File: src/logic/mdwl_defs.svh
// Constants for the module-disable write lock
`ifndef MDWL_DEFS_SVH
`define MDWL_DEFS_SVH
`define MDWL_DATA_W 32
`define MDWL_NUM_MD 4
`define MDWL_IDX_W 2
`define MDWL_LOCK_BIT 12
`define MDWL_ONE_WAY_BIT 28
`define MDWL_UNLOCK_KEY1 32'h1234_5678
`define MDWL_UNLOCK_KEY2 32'h9ABC_DEF0
`define MDWL_LOCK_RST 1'h0
`define MDWL_MD_RST 32'h0000_0000
`define MDWL_CFG_RST 32'h0000_0000
`endif

File: src/logic/mdwl_pkg.sv
// Types shared by the module-disable write lock
package mdwl_pkg;
  typedef enum logic [1:0] {
    TGT_KEY = 2'b00,
    TGT_CFG = 2'b01,
    TGT_MD = 2'b10,
    TGT_NONE = 2'b11
  } wr_target_t;

  typedef enum logic [1:0] {
    UNL_IDLE = 2'b00,
    UNL_KEY1 = 2'b01,
    UNL_OPEN = 2'b10
  } unlock_state_t;
endpackage

File: src/logic/unlock_key_seq.sv
// Two-word unlock key detector that opens a window until the next config or key write
`include "mdwl_defs.svh"
module unlock_key_seq (
  input wire logic clk,
  input wire logic resetn,
  input wire logic ce,
  input wire logic key_wr,
  input wire logic [`MDWL_DATA_W-1:0] key_data,
  input wire logic cfg_wr,
  input wire logic inhibit,
  output logic window_open
);
  import mdwl_pkg::*;

  unlock_state_t state_reg;
  unlock_state_t state_next;
  logic window_reg;
  logic window_next;

  always_comb begin
    state_next = state_reg;
    if (ce) begin
      if (inhibit) begin
        state_next = UNL_IDLE;
      end else begin
        unique case (state_reg)
          UNL_IDLE: begin
            if (key_wr && key_data == `MDWL_UNLOCK_KEY1) begin
              state_next = UNL_KEY1;
            end
          end
          UNL_KEY1: begin
            // Any stray key write aborts, so keys must be back to back
            if (key_wr) begin
              state_next = (key_data == `MDWL_UNLOCK_KEY2) ? UNL_OPEN : UNL_IDLE;
            end
          end
          UNL_OPEN: begin
            if (cfg_wr || key_wr) begin
              state_next = UNL_IDLE;
            end
          end
          default: state_next = UNL_IDLE;
        endcase
      end
    end
    // Registered copy so the window reaches the top straight from a flop
    window_next = (state_next == UNL_OPEN);
  end

  always_ff @(posedge clk or negedge resetn) begin
    if (!resetn) begin
      state_reg <= UNL_IDLE;
      window_reg <= 1'b0;
    end else begin
      state_reg <= state_next;
      window_reg <= window_next;
    end
  end

  assign window_open = window_reg;
endmodule

File: src/logic/module_disable_write_lock.sv
// Write lock for the module-disable registers and its control bit
// Operation
// - Locked writes to module_disable_regs complete normally but change nothing.
// - Lock sits at config_control_reg bit 12; one blocks, zero permits writes.
// - The lock bit changes only after a valid unlock sequence.
// - With lock_one_way_only set, a set lock cannot be cleared.
// - Under one-way mode with lock set, unlock never runs; writes do nothing.
// - Under one-way mode, only device reset clears a set lock.
`include "mdwl_defs.svh"
module module_disable_write_lock (
  input wire logic clk,
  input wire logic resetn,
  input wire logic ce,
  input wire logic wr_valid,
  input wire mdwl_pkg::wr_target_t wr_target,
  input wire logic [`MDWL_IDX_W-1:0] wr_index,
  input wire logic [`MDWL_DATA_W-1:0] wr_data,
  input wire logic [`MDWL_DATA_W-1:0] device_config_word_three,
  output logic wr_done,
  output logic disable_reg_lock,
  output logic [`MDWL_DATA_W-1:0] config_control_reg,
  output logic [`MDWL_NUM_MD-1:0][`MDWL_DATA_W-1:0] module_disable_regs,
  output logic unlock_window_open
);
  import mdwl_pkg::*;

  logic lock_one_way_only;
  logic key_wr;
  logic cfg_wr;
  logic md_wr;
  logic sticky;
  logic window;

  // Accepted write aimed at one target; other targets still complete
  function automatic logic write_to(
    input logic en,
    input logic valid,
    input wr_target_t target,
    input wr_target_t wanted
  );
    return en && valid && target == wanted;
  endfunction

  // Array with one entry blanked, to compare entries a write must not touch
  function automatic logic [`MDWL_NUM_MD-1:0][`MDWL_DATA_W-1:0] md_without(
    input logic [`MDWL_NUM_MD-1:0][`MDWL_DATA_W-1:0] regs,
    input logic [`MDWL_IDX_W-1:0] idx
  );
    logic [`MDWL_NUM_MD-1:0][`MDWL_DATA_W-1:0] masked;
    masked = regs;
    masked[idx] = `MDWL_MD_RST;
    return masked;
  endfunction

  assign lock_one_way_only = device_config_word_three[`MDWL_ONE_WAY_BIT];
  assign key_wr = write_to(ce, wr_valid, wr_target, TGT_KEY);
  assign cfg_wr = write_to(ce, wr_valid, wr_target, TGT_CFG);
  assign md_wr = write_to(ce, wr_valid, wr_target, TGT_MD);
  // Sticky lock: one-way fuse set and lock already taken
  // Limitation: if the fuse input drops, unlock can change the lock again
  assign sticky = lock_one_way_only && disable_reg_lock;

  unlock_key_seq u_keys (
    .clk(clk),
    .resetn(resetn),
    .ce(ce),
    .key_wr(key_wr),
    .key_data(wr_data),
    .cfg_wr(cfg_wr),
    .inhibit(sticky),
    .window_open(window)
  );
  assign unlock_window_open = window;

  // Lock bit and its view in the control register
  logic lock_reg;
  logic lock_next;
  logic [`MDWL_DATA_W-1:0] cfg_reg;
  logic [`MDWL_DATA_W-1:0] cfg_next;

  always_comb begin
    lock_next = lock_reg;
    if (cfg_wr && window && !sticky) begin
      lock_next = wr_data[`MDWL_LOCK_BIT];
    end
    if (sticky) begin
      lock_next = 1'b1;
    end
    // View built from the next lock so it never lags the lock by a cycle
    cfg_next = `MDWL_CFG_RST;
    cfg_next[`MDWL_LOCK_BIT] = lock_next;
  end

  always_ff @(posedge clk or negedge resetn) begin
    if (!resetn) begin
      lock_reg <= `MDWL_LOCK_RST;
      cfg_reg <= `MDWL_CFG_RST;
    end else begin
      lock_reg <= lock_next;
      cfg_reg <= cfg_next;
    end
  end

  assign disable_reg_lock = lock_reg;
  assign config_control_reg = cfg_reg;

  // Module-disable storage
  logic [`MDWL_NUM_MD-1:0][`MDWL_DATA_W-1:0] md_reg;
  logic [`MDWL_NUM_MD-1:0][`MDWL_DATA_W-1:0] md_next;

  always_comb begin
    md_next = md_reg;
    // Locked writes are simply dropped; the bus still sees completion
    if (md_wr && !lock_reg) begin
      md_next[wr_index] = wr_data;
    end
  end

  always_ff @(posedge clk or negedge resetn) begin
    if (!resetn) begin
      for (int i = 0; i < `MDWL_NUM_MD; i++) begin
        md_reg[i] <= `MDWL_MD_RST;
      end
    end else begin
      md_reg <= md_next;
    end
  end

  assign module_disable_regs = md_reg;

  // Completion pulse for every accepted write, locked or not
  logic done_reg;
  logic done_next;

  always_comb begin
    done_next = done_reg;
    if (ce) begin
      done_next = wr_valid;
    end
  end

  always_ff @(posedge clk or negedge resetn) begin
    if (!resetn) begin
      done_reg <= 1'b0;
    end else begin
      done_reg <= done_next;
    end
  end

  assign wr_done = done_reg;
endmodule

File: config.mk
export PLATFORM = sky130hd
export DESIGN_NAME = module_disable_write_lock
export DESIGN_NICKNAME = d
export VERILOG_FILES = /design/src/logic/mdwl_pkg.sv /design/src/logic/unlock_key_seq.sv /design/src/logic/module_disable_write_lock.sv
export VERILOG_INCLUDE_DIRS = /design/src /design/src/logic
export SDC_FILE = /design/constraint.sdc
export NUM_CORES = 1
export LEC_CHECK = 0
export ABC_AREA = 1
export BUFFER_PORTS_ARGS = -buffer_cell sky130_fd_sc_hd__buf_4
export CAP_MARGIN = 10
export CORE_MARGIN = 2
export CORE_UTILIZATION = 35
export CTS_BUF_LIST = sky130_fd_sc_hd__clkbuf_16
export DETAILED_ROUTE_END_ITERATION = 12
export GPL_TIMING_DRIVEN = 0
export PLACE_DENSITY = 0.65
export SYNTH_ARGS = -nofsm -noshare
export SYNTH_HDL_FRONTEND = slang
export SYNTH_SLANG_ARGS = --single-unit
File: constraint.sdc
create_clock -name clk -period 1.6 [get_ports clk]
set_clock_uncertainty 0.05 [all_clocks]
set_input_delay 0 -clock clk [delete_from_list [all_inputs] [get_ports clk]]
set_output_delay 0 -clock clk [all_outputs]
set_load 0.03 [all_outputs]
==> impl_metrics.ini <==
[grt]
antenna_found_initial = 0
grt_pass1_vias = 4715
grt_pass1_wl_um = 25700
grt_usage = 0.202
grt_overflow = 0
grt_max_degree = 68

[critical_path]
r2r-start = config_control_reg[12]
setup.worst_path.start_class = flip-flop
crit_path_end_kind = flip-flop
timing.rr.end = module_disable_regs[60]
worstRegToRegCells = 7
rrSetupSlack_ps = 80
cp.required_ps = 1850
arrival_ps = 1770
worst-path-max-fanout = 10
critPathKind = reg2reg

[pwr]
p_leak_nw = 4.27
powerDensity_nw_per_um2 = 1440
vdd_drop_max_uv = 648
power_mw = 12.0

[final_layout]
largest_register_ffs = 128
final_cell_mix = buf_4 (215), nand2_1 (162), dfrtp_1 (133)
num_antenna_cells = 0
multiInputGateArea_sq_um = 1830
fillers = 1472
drive_gt1_frac = 0.354
layout_commonest_cell = buf_4
area_growth_pct = 47.7
stdcell_area_sq_um = 8340
fin_nets = 904
regArea_sq_um = 3330
finish.utilization = 0.527

[yosys]
syn-cell-area_sq_um = 5650
synth_seq_cells = 133
syn_inst = 566
synth_top_cell_area_share = 0.589
syn_area_per_cell_sq_um = 9.98
synth_area_leaders = dfrtp_1 (59%), nand2_1 (11%), buf_4 (5.4%)
synth_area_leader_cell = dfrtp_1
yosysSeqAreaShare = 0.589
ys_types = 23
ys_warn_count = 0

[timing]
slew_violations = 0
tightest_slew_ps = 658
fin_crit_sh = 0.948
setup_tns_ps = 0
relSlewSlack = 0.562
fmax_mhz = 659
setup_violations = 0
hold_violations = 0
fin_crit_ps = 1520

[drt]
drc = 0
drt_first_pass_iters = 4
wl_met2_um = 8140
initialDrtViolationCount = 260
wl_met3_um = 1030
drt-wirelength-per-cell_um = 15.9
via_per_inst = 4.55
top_layer = met4
ant_nets = 0
wl_met1_um = 7290
finalWirelength_um = 16800
route.vias.total = 4825

[floorplan]
coreArea_sq_um = 15800
initial_core_util = 0.357
ios = 235
fp.dieH_um = 131
fp-row-count = 46
floorplan.die.width_um = 131
die_area_sq_um = 17200

[worst_hold_path]
min_path_cells = 4
holdPathEnd = module_disable_regs[56]
hold_class = in2reg
hold_start = wr_index[0]

[place]
io_buffers = 172
hpwl_um = 11900
placed_area_sq_um = 7350
place.gp.congestion = 0.775

[clock_tree]
cts_buffers = 17
cts-root-buf = clkbuf_16
clkTransAtPathRegs_ps = 60
cts.sink_count = 133
insertion_delay_ps = 420
h-tree-depth = 4
cts_tree = built
clk_path_buf_depth = 2

[outcome]
status = completed

[run]
maxCapViolCount = 0
## layout make-up
class / instances / share of cell area
tap: 216 / 0.0324
clock buffer: 17 / 0.0510
sequential: 133 / 0.399
buffer: 56 / 0.0549
clock inverter: 14 / 0.0144
timing repair buffer: 217 / 0.210
multi-input combinational: 366 / 0.220
inverter: 41 / 0.0186
## stage by stage
| step | std cells | setup WS (ps) | hold WS (ps) |
|---|---|---|---|
| 3_5_place_dp | 985 | -18.8 | -4.20 |
| 3_3_place_gp | 984 | -59.0 | 201 |
| 2_1_floorplan | 596 | 136 | -346 |
| 4_1_cts | 1059 | 61.6 | 5.62 |
| 5_1_grt | 1060 | -0.330 | 30.1 |
| 6_report | 1060 | 83.0 | 27.0 |
## repair_timing
item | CTS | global route
setup endpoints to repair | 10 | 1
pin swaps | 1 | 1
endpoints found under the hold margin | 199 | 0
resized for setup | 0 | 4
cloned | 0 | 0
setup buffers | 2 | 1
hold buffers | 41 | 0
## cell families after synthesis
kind of cell	share of synthesized area
flip-flops	0.589
AO/OA/AOI/OAI	0.154
buffers and inverters	0.109
other	0.000664
AND/OR/NAND/NOR	0.147
## worst max-delay path, stage by stage, from the launching register on
cell      delay [ps]
dfrtp_1          450
nor2_4           150
nand3_4           90
clkinv_2         110
nand3_4          190
buf_6            210
nand2_1           90
o21ai_2           60
## cell usage after synthesis
cell type	instances
o21ai_2	32
nor3_1	1
clkinv_2	1
o21ai_0	59
nor2_1	24
nand2_4	2
dfrtp_1	133
buf_4	41
o21ai_1	8
conb_1	1
nand2_1	162
o21a_1	32
a21oi_1	2
buf_6	12
nand3_1	4
inv_1	40
nand3_4	2
nor2_4	2
buf_2	3
nand3b_1	2
a31oi_1	1
nand2_2	1
nand4_1	1
## worst max path at each step
| stage | start | endpoint | slack, ps |
|---|---|---|---|
| 6_report | config_control_reg[12] | module_disable_regs[60] | 80 |
| 5_1_grt | ce | config_control_reg[12] | -0.3 |
| 4_1_cts | config_control_reg[12] | module_disable_regs[109] | 60 |
| 3_5_place_dp | config_control_reg[12] | module_disable_regs[109] | -20 |
| 3_3_place_gp | resetn | module_disable_regs[115] | -60 |
| 2_1_floorplan | config_control_reg[12] | module_disable_regs[48] | 140 |
## layer usage
layer | up-vias | global-route usage
met2 | 163 | 0.324
met4 | 0 | 0.0832
li1 | 2281 | -
met3 | 37 | 0.0476
met1 | 2344 | 0.263
met5 | - | 0
## where the power goes
group	internal, mW	leakage [nW]	switching (mW)
registers	4.06	1.70	0.431
logic	1.48	2.31	2.38
clock network	2.24	0.263	1.42
Note: power is estimated with default switching activity, not from simulation.
